File: src/inc/tcu_defs.vh
// Register offsets, field positions, mode codes and reset values of the timer capture unit.
`ifndef TCU_DEFS_VH
`define TCU_DEFS_VH

// ----------------------------------------------------------------------------
// Register byte offsets
// ----------------------------------------------------------------------------
`define TCU_OFS_STD_CTRL 8'h00
`define TCU_OFS_ENH_CTRL 8'h04
`define TCU_OFS_STD_VAL 8'h08
`define TCU_OFS_ENH_VAL 8'h0c
`define TCU_OFS_T3_CTRL 8'h10
`define TCU_OFS_BUS_IO 8'h14
`define TCU_OFS_FLAGS 8'h18
`define TCU_OFS_IRQ_EN 8'h1c

// ----------------------------------------------------------------------------
// Field positions
// ----------------------------------------------------------------------------
`define TCU_MODE_MSB 3
`define TCU_BIT_STD 0
`define TCU_BIT_ENH 1
`define TCU_BIT_MSG_SEL 0
`define TCU_VAL_MSB 15

// ----------------------------------------------------------------------------
// Mode field codes
// ----------------------------------------------------------------------------
`define TCU_MODE_OFF 4'h0
`define TCU_MODE_CMP_TGL 4'h2
`define TCU_MODE_CAP_FALL 4'h4
`define TCU_MODE_CAP_RISE 4'h5
`define TCU_MODE_CAP_DIV4 4'h6
`define TCU_MODE_CAP_DIV16 4'h7
`define TCU_MODE_CMP_SEV 4'hb
`define TCU_GRP_CAP 2'h1
`define TCU_GRP_CMP 2'h2
`define TCU_GRP_PWM 2'h3

// ----------------------------------------------------------------------------
// Prescaler terminal counts and time base codes
// ----------------------------------------------------------------------------
`define TCU_LAST_DIV4 4'h3
`define TCU_LAST_DIV16 4'hf
`define TCU_TB_FIRST 2'h0
`define TCU_TB_SECOND 2'h1
`define TCU_TB_THIRD 2'h2

// ----------------------------------------------------------------------------
// Reset values
// ----------------------------------------------------------------------------
`define TCU_RST_MODE 4'h0
`define TCU_RST_VAL 16'h0000
`define TCU_RST_BITS 2'h0

`endif

File: src/verilog/tcu_chan.v
// One capture/compare channel: edge qualification, prescaler and compare match.
`include "tcu_defs.vh"

module tcu_chan #(
	parameter CNT_W = 4,
	parameter TW = 16
) (
	input wire clk_i,
	input wire rst_n_i,
	input wire [3:0] mode_i,
	input wire pin_lvl_i,
	input wire msg_sel_i,
	input wire msg_stb_i,
	input wire [TW-1:0] tmr_i,
	input wire [TW-1:0] val_i,
	output wire cap_o,
	output wire cmp_o,
	output wire sev_o,
	output wire spur_o
);

	reg lvl_prev_r;
	reg [CNT_W-1:0] cnt_r;
	reg [CNT_W-1:0] cnt_nxt;
	reg [3:0] mode_r;
	reg match_r;
	reg hit;
	wire is_cap;
	wire was_cap;
	wire is_cmp;
	wire rise;
	wire fall;
	wire raw;
	wire match;

	assign is_cap = (mode_i[3:2] == `TCU_GRP_CAP);
	assign was_cap = (mode_r[3:2] == `TCU_GRP_CAP);
	assign is_cmp = (mode_i == `TCU_MODE_CMP_TGL) || (mode_i[3:2] == `TCU_GRP_CMP);
	assign rise = pin_lvl_i & ~lvl_prev_r;
	assign fall = ~pin_lvl_i & lvl_prev_r;
	// The message strobe takes the place of pin events when selected.
	assign raw = msg_sel_i ? msg_stb_i : ((mode_i == `TCU_MODE_CAP_FALL) ? fall : rise);

	always @* begin
		case (mode_i)
			`TCU_MODE_CAP_DIV4: hit = (cnt_r >= `TCU_LAST_DIV4);
			`TCU_MODE_CAP_DIV16: hit = (cnt_r >= `TCU_LAST_DIV16);
			default: hit = 1'b1;
		endcase
	end

	// The counter is kept across a switch between prescale settings, so the first capture may come early.
	always @* begin
		cnt_nxt = cnt_r;
		if (!is_cap) begin
			cnt_nxt = {CNT_W{1'b0}};
		end else if (raw) begin
			cnt_nxt = hit ? {CNT_W{1'b0}} : cnt_r + 1'b1;
		end
	end

	assign cap_o = is_cap & raw & hit;
	assign spur_o = is_cap & was_cap & (mode_i != mode_r);
	assign match = (tmr_i == val_i);
	assign cmp_o = is_cmp & match & ~match_r;
	assign sev_o = cmp_o & (mode_i == `TCU_MODE_CMP_SEV);

	always @(posedge clk_i or negedge rst_n_i) begin
		if (!rst_n_i) begin
			lvl_prev_r <= 1'b0;
			cnt_r <= {CNT_W{1'b0}};
			mode_r <= `TCU_RST_MODE;
			match_r <= 1'b0;
		end else begin
			lvl_prev_r <= pin_lvl_i;
			cnt_r <= cnt_nxt;
			mode_r <= mode_i;
			match_r <= is_cmp & match;
		end
	end

endmodule

File: src/verilog/tcu_top.v
// Timer capture unit top: APB registers, pin synchronisers, two channels and timer routing.
//
// The placing of the registers and the APB slave port are this design's own decisions.
`include "tcu_defs.vh"

// ----------------------------------------------------------------------------
// Top module
// ----------------------------------------------------------------------------
module tcu_top #(
	parameter ADDR_W = 8,
	parameter TW = 16,
	parameter NBUF = 3,
	parameter CNT_W = 4
) (
	input wire CLK_I,
	input wire RST_N_I,
	input wire PSEL_I,
	input wire PENABLE_I,
	input wire PWRITE_I,
	input wire [ADDR_W-1:0] PADDR_I,
	input wire [31:0] PWDATA_I,
	output wire PREADY_O,
	output wire PSLVERR_O,
	output wire [31:0] PRDATA_O,
	input wire STD_PAD_I,
	input wire STD_PORT_LAT_I,
	input wire STD_PORT_OE_I,
	input wire ENH_PAD_I,
	input wire ENH_PORT_LAT_I,
	input wire ENH_PORT_OE_I,
	input wire [NBUF-1:0] MSG_RX_I,
	input wire [TW-1:0] FIRST_TIMER_I,
	input wire [TW-1:0] THIRD_TIMER_I,
	output wire [1:0] STD_TIMEBASE_O,
	output wire [1:0] ENH_TIMEBASE_O,
	output wire FIRST_TIMER_CLR_O,
	output wire THIRD_TIMER_CLR_O,
	output wire ADC_START_O,
	output wire STD_FLAG_O,
	output wire ENH_FLAG_O,
	output wire STD_IRQ_O,
	output wire ENH_IRQ_O
);

	// ------------------------------------------------------------------------
	// Declarations
	// ------------------------------------------------------------------------
	reg [3:0] std_mode_r;
	reg [3:0] enh_mode_r;
	reg [TW-1:0] std_val_r;
	reg [TW-1:0] std_val_nxt;
	reg [TW-1:0] enh_val_r;
	reg [TW-1:0] enh_val_nxt;
	reg [1:0] tsel_r;
	reg msg_sel_r;
	reg [1:0] flag_r;
	reg [1:0] flag_nxt;
	reg [1:0] irq_en_r;
	reg [31:0] prdata_r;
	reg [31:0] rd_nxt;
	reg std_pad_s1_r;
	reg std_pad_s2_r;
	reg enh_pad_s1_r;
	reg enh_pad_s2_r;
	reg first_clr_r;
	reg third_clr_r;
	reg adc_start_r;
	reg [1:0] std_tb;
	reg [1:0] enh_tb;
	reg mapped;
	wire setup;
	wire wr;
	wire std_lvl;
	wire enh_lvl;
	wire msg_stb;
	wire [TW-1:0] std_tmr;
	wire [TW-1:0] enh_tmr;
	wire std_cap;
	wire std_cmp;
	wire std_sev;
	wire std_spur;
	wire enh_cap;
	wire enh_cmp;
	wire enh_sev;
	wire enh_spur;
	wire [1:0] flag_set;
	wire [1:0] flag_clr;

	// ------------------------------------------------------------------------
	// Pin synchronisers and event sources
	// ------------------------------------------------------------------------
	// The pads are asynchronous; only the second stage is looked at.
	always @(posedge CLK_I or negedge RST_N_I) begin
		if (!RST_N_I) begin
			std_pad_s1_r <= 1'b0;
			std_pad_s2_r <= 1'b0;
			enh_pad_s1_r <= 1'b0;
			enh_pad_s2_r <= 1'b0;
		end else begin
			std_pad_s1_r <= STD_PAD_I;
			std_pad_s2_r <= std_pad_s1_r;
			enh_pad_s1_r <= ENH_PAD_I;
			enh_pad_s2_r <= enh_pad_s1_r;
		end
	end

	// A pin driven as an output shows its port latch, so a port write makes an edge.
	// The latch is on this clock already and so skips the synchroniser.
	assign std_lvl = STD_PORT_OE_I ? STD_PORT_LAT_I : std_pad_s2_r;
	assign enh_lvl = ENH_PORT_OE_I ? ENH_PORT_LAT_I : enh_pad_s2_r;

	// Any receive buffer taking a message gives one strobe toward the first channel.
	assign msg_stb = |MSG_RX_I;

	// ------------------------------------------------------------------------
	// Time base selection
	// ------------------------------------------------------------------------
	// Each select bit set picks the third timer; clear picks the first.
	assign std_tmr = tsel_r[`TCU_BIT_STD] ? THIRD_TIMER_I : FIRST_TIMER_I;
	assign enh_tmr = tsel_r[`TCU_BIT_ENH] ? THIRD_TIMER_I : FIRST_TIMER_I;

	// PWM always runs on the second timer, so two PWM channels share its rate.
	always @* begin
		if (std_mode_r[3:2] == `TCU_GRP_PWM) begin
			std_tb = `TCU_TB_SECOND;
		end else if (tsel_r[`TCU_BIT_STD]) begin
			std_tb = `TCU_TB_THIRD;
		end else begin
			std_tb = `TCU_TB_FIRST;
		end
	end

	always @* begin
		if (enh_mode_r[3:2] == `TCU_GRP_PWM) begin
			enh_tb = `TCU_TB_SECOND;
		end else if (tsel_r[`TCU_BIT_ENH]) begin
			enh_tb = `TCU_TB_THIRD;
		end else begin
			enh_tb = `TCU_TB_FIRST;
		end
	end

	assign STD_TIMEBASE_O = std_tb;
	assign ENH_TIMEBASE_O = enh_tb;

	// ------------------------------------------------------------------------
	// Channels
	// ------------------------------------------------------------------------
	tcu_chan #(
		.CNT_W(CNT_W),
		.TW(TW)
	) u_std (
		.clk_i(CLK_I),
		.rst_n_i(RST_N_I),
		.mode_i(std_mode_r),
		.pin_lvl_i(std_lvl),
		.msg_sel_i(msg_sel_r),
		.msg_stb_i(msg_stb),
		.tmr_i(std_tmr),
		.val_i(std_val_r),
		.cap_o(std_cap),
		.cmp_o(std_cmp),
		.sev_o(std_sev),
		.spur_o(std_spur)
	);

	// The message time-stamp feeds only the first channel.
	tcu_chan #(
		.CNT_W(CNT_W),
		.TW(TW)
	) u_enh (
		.clk_i(CLK_I),
		.rst_n_i(RST_N_I),
		.mode_i(enh_mode_r),
		.pin_lvl_i(enh_lvl),
		.msg_sel_i(1'b0),
		.msg_stb_i(1'b0),
		.tmr_i(enh_tmr),
		.val_i(enh_val_r),
		.cap_o(enh_cap),
		.cmp_o(enh_cmp),
		.sev_o(enh_sev),
		.spur_o(enh_spur)
	);

	// ------------------------------------------------------------------------
	// Special event triggers
	// ------------------------------------------------------------------------
	// A trigger clears whichever timer its channel uses, and a capture on that timer sees the clear.
	always @(posedge CLK_I or negedge RST_N_I) begin
		if (!RST_N_I) begin
			first_clr_r <= 1'b0;
			third_clr_r <= 1'b0;
			adc_start_r <= 1'b0;
		end else begin
			first_clr_r <= (std_sev & ~tsel_r[`TCU_BIT_STD]) | (enh_sev & ~tsel_r[`TCU_BIT_ENH]);
			third_clr_r <= (std_sev & tsel_r[`TCU_BIT_STD]) | (enh_sev & tsel_r[`TCU_BIT_ENH]);
			adc_start_r <= enh_sev;
		end
	end

	assign FIRST_TIMER_CLR_O = first_clr_r;
	assign THIRD_TIMER_CLR_O = third_clr_r;
	assign ADC_START_O = adc_start_r;

	// ------------------------------------------------------------------------
	// APB decode
	// ------------------------------------------------------------------------
	assign setup = PSEL_I & ~PENABLE_I;
	assign wr = PSEL_I & PENABLE_I & PWRITE_I;
	assign PREADY_O = 1'b1;

	always @* begin
		case (PADDR_I)
			`TCU_OFS_STD_CTRL: mapped = 1'b1;
			`TCU_OFS_ENH_CTRL: mapped = 1'b1;
			`TCU_OFS_STD_VAL: mapped = 1'b1;
			`TCU_OFS_ENH_VAL: mapped = 1'b1;
			`TCU_OFS_T3_CTRL: mapped = 1'b1;
			`TCU_OFS_BUS_IO: mapped = 1'b1;
			`TCU_OFS_FLAGS: mapped = 1'b1;
			`TCU_OFS_IRQ_EN: mapped = 1'b1;
			default: mapped = 1'b0;
		endcase
	end

	assign PSLVERR_O = PSEL_I & PENABLE_I & ~mapped;

	always @* begin
		rd_nxt = 32'h0000_0000;
		case (PADDR_I)
			`TCU_OFS_STD_CTRL: rd_nxt[`TCU_MODE_MSB:0] = std_mode_r;
			`TCU_OFS_ENH_CTRL: rd_nxt[`TCU_MODE_MSB:0] = enh_mode_r;
			`TCU_OFS_STD_VAL: rd_nxt[TW-1:0] = std_val_r;
			`TCU_OFS_ENH_VAL: rd_nxt[TW-1:0] = enh_val_r;
			`TCU_OFS_T3_CTRL: rd_nxt[1:0] = tsel_r;
			`TCU_OFS_BUS_IO: rd_nxt[`TCU_BIT_MSG_SEL] = msg_sel_r;
			`TCU_OFS_FLAGS: rd_nxt[1:0] = flag_r;
			`TCU_OFS_IRQ_EN: rd_nxt[1:0] = irq_en_r;
			default: rd_nxt = 32'h0000_0000;
		endcase
	end

	// Read data are sampled in the setup cycle; the access cycle follows with no wait.
	always @(posedge CLK_I or negedge RST_N_I) begin
		if (!RST_N_I) begin
			prdata_r <= 32'h0000_0000;
		end else if (setup) begin
			prdata_r <= rd_nxt;
		end
	end

	assign PRDATA_O = prdata_r;

	// ------------------------------------------------------------------------
	// Captured values
	// ------------------------------------------------------------------------
	// A capture beats a software write in the same cycle; no overrun guard exists.
	always @* begin
		std_val_nxt = std_val_r;
		if (std_cap) begin
			std_val_nxt = std_tmr;
		end else if (wr && PADDR_I == `TCU_OFS_STD_VAL) begin
			std_val_nxt = PWDATA_I[TW-1:0];
		end
	end

	always @* begin
		enh_val_nxt = enh_val_r;
		if (enh_cap) begin
			enh_val_nxt = enh_tmr;
		end else if (wr && PADDR_I == `TCU_OFS_ENH_VAL) begin
			enh_val_nxt = PWDATA_I[TW-1:0];
		end
	end

	// ------------------------------------------------------------------------
	// Flags
	// ------------------------------------------------------------------------
	// Writing one clears a flag, but a new event in the same cycle keeps it set.
	assign flag_set[`TCU_BIT_STD] = std_cap | std_cmp | std_spur;
	assign flag_set[`TCU_BIT_ENH] = enh_cap | enh_cmp | enh_spur;
	assign flag_clr = (wr && PADDR_I == `TCU_OFS_FLAGS) ? PWDATA_I[1:0] : `TCU_RST_BITS;

	always @* begin
		flag_nxt = (flag_r & ~flag_clr) | flag_set;
	end

	assign STD_FLAG_O = flag_r[`TCU_BIT_STD];
	assign ENH_FLAG_O = flag_r[`TCU_BIT_ENH];
	assign STD_IRQ_O = flag_r[`TCU_BIT_STD] & irq_en_r[`TCU_BIT_STD];
	assign ENH_IRQ_O = flag_r[`TCU_BIT_ENH] & irq_en_r[`TCU_BIT_ENH];

	// ------------------------------------------------------------------------
	// Register file
	// ------------------------------------------------------------------------
	always @(posedge CLK_I or negedge RST_N_I) begin
		if (!RST_N_I) begin
			std_mode_r <= `TCU_RST_MODE;
			enh_mode_r <= `TCU_RST_MODE;
			std_val_r <= `TCU_RST_VAL;
			enh_val_r <= `TCU_RST_VAL;
			tsel_r <= `TCU_RST_BITS;
			msg_sel_r <= 1'b0;
			flag_r <= `TCU_RST_BITS;
			irq_en_r <= `TCU_RST_BITS;
		end else begin
			std_val_r <= std_val_nxt;
			enh_val_r <= enh_val_nxt;
			flag_r <= flag_nxt;
			if (wr && PADDR_I == `TCU_OFS_STD_CTRL) begin
				std_mode_r <= PWDATA_I[`TCU_MODE_MSB:0];
			end
			if (wr && PADDR_I == `TCU_OFS_ENH_CTRL) begin
				enh_mode_r <= PWDATA_I[`TCU_MODE_MSB:0];
			end
			if (wr && PADDR_I == `TCU_OFS_T3_CTRL) begin
				tsel_r <= PWDATA_I[1:0];
			end
			if (wr && PADDR_I == `TCU_OFS_BUS_IO) begin
				msg_sel_r <= PWDATA_I[`TCU_BIT_MSG_SEL];
			end
			if (wr && PADDR_I == `TCU_OFS_IRQ_EN) begin
				irq_en_r <= PWDATA_I[1:0];
			end
		end
	end

endmodule
File: config.mk
export PLATFORM = sky130hd
export DESIGN_NAME = tcu_top
export DESIGN_NICKNAME = d
export VERILOG_FILES = /design/src/verilog/tcu_chan.v /design/src/verilog/tcu_top.v
export VERILOG_INCLUDE_DIRS = /design/src /design/src/inc
export SDC_FILE = /design/constraint.sdc
export NUM_CORES = 1
export LEC_CHECK = 0
export BUFFER_PORTS_ARGS = -buffer_cell sky130_fd_sc_hd__buf_2
export CAP_MARGIN = 20
export CORE_ASPECT_RATIO = 1.75
export CORE_MARGIN = 2
export CORE_UTILIZATION = 40
export DETAILED_ROUTE_END_ITERATION = 7
export PLACE_DENSITY_LB_ADDON = 0.15
export SYNTH_ARGS = -nofsm -noshare
export SYNTH_HDL_FRONTEND = slang
export SYNTH_SLANG_ARGS = --single-unit
export TNS_END_PERCENT = 5
File: constraint.sdc
create_clock -name CLK_I -period 2.4 [get_ports CLK_I]
set_input_delay 0.24 -clock CLK_I [delete_from_list [all_inputs] [get_ports CLK_I]]
set_output_delay 0.24 -clock CLK_I [all_outputs]
set_load 0.005 [all_outputs]
Word level (Yosys, flattened, before mapping)
Memory sizes are Yosys's and may differ from the RTL's.
Index checks and enable logic that the tools add are counted.
Operators by class
  shift-type cells: 0
  reduce and logical (&&, ||, !) cells: 15
  muxes and demuxes: 29
  $lt $le $gt $ge: 4
  divide/modulo/power cells: 0
  add/sub/neg operators: 2
  bitwise gates (word level): 47
  equality and inequality tests: 31
  $mul: 0
Operators by type and width (count)
  two-way mux 16 bit: 6
  equality test 16 bit: 2
  equality test 8 x 5 -> 1 bit, second input constant: 4
  bitwise AND 1 bit: 28
  equality test 4 x 3 -> 1 bit, second input constant: 6
  two-way mux 4 bit: 6
  case mux 12 bit (2 select lines): 1
  equality test 8 x 4 -> 1 bit, second input constant: 2
  two-way mux 2 bit: 5
  NOT 1 bit: 10
  adder 4 x 1 -> 4 bit, second input constant: 2
  equality test 2 x 1 -> 1 bit, second input constant: 4
  equality test 2 bit, second input constant: 4
  equality test 4 x 2 -> 1 bit, second input constant: 2
  equality test 4 bit, second input constant: 2
  equality test 8 x 3 -> 1 bit, second input constant: 1
  greater-or-equal comparator 4 x 2 -> 1 bit, second input constant: 2
  greater-or-equal comparator 4 bit, second input constant: 2
  logical AND 1 bit: 8
  logical NOT 8 bit: 1
  inequality test 4 bit: 2
  case mux 1 bit (8 select lines): 1
  case mux 2 bit (4 select lines): 1
  case mux 1 bit (7 select lines): 1
  other kinds (11): 25
Storage, ports and cells
  RAM bits: 0
  ROM bits: 32
  memories kept: 1
  logic and storage cells: 153
  bits in latches: 0
  register bits: 90
Memory list
  (name not given): words 32, width 1, rd ports 1, clocked after Yosys merged registers in 0, write ports 0, line tcu_top.v:214  | case (PADDR_I)

Longest topological paths before layout
  depth after elaboration: 10
  gate-level depth with buffers: 8
  depth with buffers taken out: 7

Modules after synthesis
From an unflattened synthesis, not the netlist that was laid out.
Second synthesis, totals
  cell total of the unflattened synthesis: 483
  area, all modules: 5253.8 sq um
Modules (own cells, without submodules)
  tcu_top: cells each 341, seq. area each 1751.7 sq um, area an instance 3832.4 sq um, times used 1
  tcu_chan: cells each 71, seq. area each 250.2 sq um, area an instance 710.7 sq um, times used 2

Least setup slack after synthesis
No wires, ideal clock.
  path type: flip-flop to flip-flop
  start: reg u_std.cnt_r[0]
  end: reg u_std.cnt_r[3]
  clock period less this slack: 1883 ps
  library setup time: 76 ps
  data arrival time: 1807 ps
  slack: 517 ps
  cell stages (with the launch flop): 8
  path through: dfrtp_1 ha_1 or2_1 a21oi_1 o21ai_0 or3_1 or3_1 o21ai_1
Between the ends
  longest elaborated chain between the ends: 5
  elaborated cells on any way between the ends: 7
  those cells by class: add/sub (1); order compare (2); mux (4)
RTL lines
  start: declaration: line tcu_chan.v:23  | reg [CNT_W-1:0] cnt_r;
  start signal: assignment: line tcu_chan.v:71  | cnt_r <= {CNT_W{1'b0}};
  start signal: assignment: line tcu_chan.v:76  | cnt_r <= cnt_nxt;
  greater-or-equal comparator 4 bit (no source line) / greater-or-equal comparator 4 x 2 -> 1 bit (equally long branches)
  case mux 1 bit (2 select lines): line tcu_chan.v:45  | case (mode_i)
  two-way mux 4 bit *: line tcu_chan.v:58  | cnt_nxt = hit ? {CNT_W{1'b0}} : cnt_r + 1'b1;
  two-way mux 4 bit *: line tcu_chan.v:57  | end else if (raw) begin
  two-way mux 4 bit *: line tcu_chan.v:55  | if (!is_cap) begin
Every way passes the cells marked *; elsewhere a longest branch is shown, timed or not. The select of a mux whose other input is x is not followed.
A chain may end at the register's enable or synchronous reset.

Final worst setup path
  start: reg tsel_r[0]
  end: reg first_clr_r (netlist: FIRST_TIMER_CLR_O)
Between the ends
  longest elaborated chain between the ends: 7
  elaborated cells on any way between the ends: 8
  those cells by class: eq/ne (1); mux (1); bitwise (6)
RTL lines
  start: declaration: line tcu_top.v:54  | reg [1:0] tsel_r;
  start signal: assignment: line tcu_top.v:303  | tsel_r <= `TCU_RST_BITS;
  start signal: assignment: line tcu_top.v:318  | tsel_r <= PWDATA_I[1:0];
  two-way mux 16 bit: line tcu_top.v:119  | assign std_tmr = tsel_r[`TCU_BIT_STD] ? THIRD_TIMER_I : FIRST_TIMER_I;
  equality test 16 bit: line tcu_chan.v:64  | assign match = (tmr_i == val_i);
  bitwise AND 1 bit (2 in series): line tcu_chan.v:65  | assign cmp_o = is_cmp & match & ~match_r;
  bitwise AND 1 bit: line tcu_chan.v:66  | assign sev_o = cmp_o & (mode_i == `TCU_MODE_CMP_SEV);
  bitwise AND 1 bit *: line tcu_top.v:196  | first_clr_r <= (std_sev & ~tsel_r[`TCU_BIT_STD]) | (enh_sev & ~tsel_r[`TCU_BIT_ENH]);
  bitwise OR 1 bit *: line tcu_top.v:196
  end signal: assignment: line tcu_top.v:196
  end: declaration: line tcu_top.v:65  | reg first_clr_r;
Every way passes the cells marked *; elsewhere a longest branch is shown, timed or not.

==> impl_results.md <==
* Most used DFF post-synth: dfrtp_1
* Worst Setup SP: tsel_r[0]$_DFFE_PN0P_
* Final setup viols at 0
* Min cycle time layout at 2.16 ns
* Pre-antenna DRT Iters at 4
* Worst-Margin Slew at 0.607 ns
* Post-route setup TNS at 0 ns
* Nets at 672
* Clock tree root driver cell: clkbuf_16
* # DRC at 0
* Filler cells at 1,250
* Fmax at 464 MHz
* Sequential power share at 46.3%
* Mapped Avg Cell Area at 10.8 sq um
* Skew-Pair Late Insertion Delay at 0.34 ns
* All-layer global routing usage at 21.0%
* Slowest CP cell: dfrtp_1
* Fin cells at 760
* Slack of the critical path at 0.244 ns
* Worst setup EP type: flop
* Library cells used by synthesis at 57
* Worst hold path class: in2reg
* WP data required at 2.67 ns
* ANT cells at 0
* Initial Util at 40.5%
* Via Count at 3,971
* Cell count after placement at 741
* Largest net degree at the start of global routing at 42
* Comb power frac at 11.3%
* Max rail drop VDD at 0.340 mV
* WL/cell at 18.7 microns
* Max Cap Viol at 0
* Port bufs at 97
* Post-CTS Setup Bufs at 0
* Synth top area cells: dfrtp_1 43%, mux2i_1 19%, xnor2_1 4.9%
* Sequential share of the synthesized area at 43.4%
* Die area at 13,900 sq um
* # H-tree levels at 3
* Average via count per standard cell at 5.23
* TritonCTS clock tree: done
* Cell-internal power at 2.59 mW
* DPL Wire Length at 10,900 microns
* Hold Buf Count CTS at 3
* Number of clock sinks seen by CTS at 90
* Max stage delay on crit path at 0.40 ns
* Crit Path Category: reg2reg
* Chip width at 90.1 microns
* Crit start category: flop
* Clock power share at 42.4%
* Post-synth ARST share at 100%
* Worst Path Max Fanout at 12
* CTS resizes at 0
* Initial antenna violation count at 0
* Clock buffer depth at 2
* Layout cells sized above 1 at 26.5%
* Antenna Violating Nets Remaining at 0
* NetSw at 0.902 mW
* Clock Skews at 0.00750 ns
* Static leakage at 3.25 nW
* GR Overflow Total at 0
* Post-synth EDFFs at 0
* Num CTS Buffers at 9
* Slew headroom at 59.6%
* Core Footprint at 12,800 sq um
* Final wirelength at 14,200 microns
* Outcome: finished, final reports clean
* Min-delay src: STD_PORT_LAT_I
* Place WS at 0.198 ns
* Clk slew on worst S/H paths at 0.07 ns
* Top Ports at 131
* Final core utilization at 48.3%
* Pwr/cell area at 565 nW/um^2
* Number of global-route vias before repair at 4,192
* First-pass GRT wire length at 22,500 microns
* Yosys Warn Count at 0
* Part of the cycle the worst path needs at 89.8%
* Reg2reg start: tsel_r[0]$_DFFE_PN0P_
* FF+latch count, synth at 90
* Drt initial violations at 169
* Site Rows at 55
* Hold Vio Cnt, Final at 0
* RD Place Congestion at 0.842
* Gate count after technology mapping at 481
* Top cell type's share of synthesized area at 43.4%
* Max Slew Vio Count at 0
* RSZ-0062 raised after global routing: no
* Area Overhead vs Synth at 19.3%
* Cell Area, Synth at 5180 sq um
* Sw frac at 25.8%
* Commonest cells after routing, fill and taps aside: 98 x mux2i_1, 96 x buf_2, 90 x dfrtp_1, 34 x nand2_1, 29 x xnor2_1
* Worst-path cell chain: buf_12 -> mux2i_1 -> xnor2_1 -> nor4_2 -> nand4_1 -> nor4_4 -> a32o_1
* Buf/Inv on CP at 1
* Commonest non-fill, non-tap cell in the layout: mux2i_1
* CP arrival at 2.43 ns
* Largest area contributor in the netlist: dfrtp_1
* Chip Height at 155 microns
* Hold_ws at 0.150 ns
* Largest delay share family, worst path: simple AND/OR/NAND/NOR gates
## power groups by stage
stage	clock network, mW	registers [mW]	logic (mW)
global placement	0	1.64	0.388
floorplan	0	1.63	0.249
global route	1.59	1.62	0.440
CTS	1.52	1.62	0.402
detailed placement	0	1.65	0.397
finish	1.48	1.62	0.396
## worst register-to-register path, cell delays in order (launching register included)
cell     delay [ns]
dfrtp_1        0.40
buf_12         0.18
mux2i_1        0.30
xnor2_1        0.14
nor4_2         0.40
nand4_1        0.20
nor4_4         0.27
a32o_1         0.20
## Yosys cell counts (3+ instances only)
cell and number:
mux2i_1 98, dfrtp_1 90, nand2_1 34, xnor2_1 29, buf_4 18, o21ai_0 17
inv_1 13, nor2_1 13, o21ai_1 13, a22oi_1 12, nand3_1 11, clkbuf_1 10
mux2_2 9, nor3_1 9, a21oi_1 8, xor2_1 7, and2_1 5, buf_2 5
buf_6 5, nor4_1 5, nor2b_1 4, nor4_2 4, o41ai_1 4, and3_1 3
nand2b_1 3, nand4_1 3, nor3_2 3, o31ai_1 3, or3_1 3
## through the flow
| step | area (sq um) | total power [mW] |
|---|---|---|
| after floorplan | 5240 | 1.88 |
| after global routing | 6180 | 3.66 |
| final | 6180 | 3.50 |
| after detailed placement | 5840 | 2.04 |
| after global placement | 5840 | 2.03 |
| after CTS | 6180 | 3.54 |
## final timing paths
path / to / slack, ns / cells after the start
setup / recovery: FIRST_TIMER_CLR_O$_DFF_PN0_ / 0.24 / 7
hold / removal: u_std.lvl_prev_r$_DFF_PN0_ / 0.15 / 2
setup reg to reg: FIRST_TIMER_CLR_O$_DFF_PN0_ / 0.24 / 7
hold reg to reg: std_pad_s2_r$_DFF_PN0_ / 0.35 / 0
max in group asynchronous: PRDATA_O[2]$_DFFE_PN0P_ / 1.30 / 3
min in group asynchronous: enh_pad_s2_r$_DFF_PN0_ / 0.45 / 2
## flip-flops by register name, indices dropped and copies added (netlist names), 2 cells and up
signal        count
irq_en_r          2
std_val_r        16
PRDATA_O         16
tsel_r            2
flag_r            2
u_enh.cnt_r       4
u_std.mode_r      4
u_enh.mode_r      4
enh_val_r        16
u_std.cnt_r       4
std_mode_r        4
enh_mode_r        4
## metal layers
layer  global-route usage (%)  part of all wire (%)
met1                     22.8                    38
met2                     38.1                    53
met3                     3.21                   3.3
met4                     12.5                   5.6
met5                        0                     0
## cells by family (layout without fill, tap and decap cells)
logic type,count (synthesis),in the layout,synth area share [%]
AOI/OAI and AO/OA,77,77,9.87
xor gates and xnor gates,36,36,6.08
adders and majority gates,2,2,0.483
buffers and inverters,54,147,6.37
DFF,90,90,43.4
muxes,108,108,21.2
other,2,17,0.145
and+or+nand+nor,112,112,12.4
## cell type report
cell class	instances	area (sq um)	share of cell area [%]
timing repair buffer	116	688	11.1
multi-input combinational	352	2660	43.1
clock buffer	10	239	3.86
clock inverter	6	72.6	1.17
sequential	90	2250	36.4
inverter	15	56.3	0.910
tap	171	214	3.46
No activity file was read; power rests on OpenSTA's default activity.
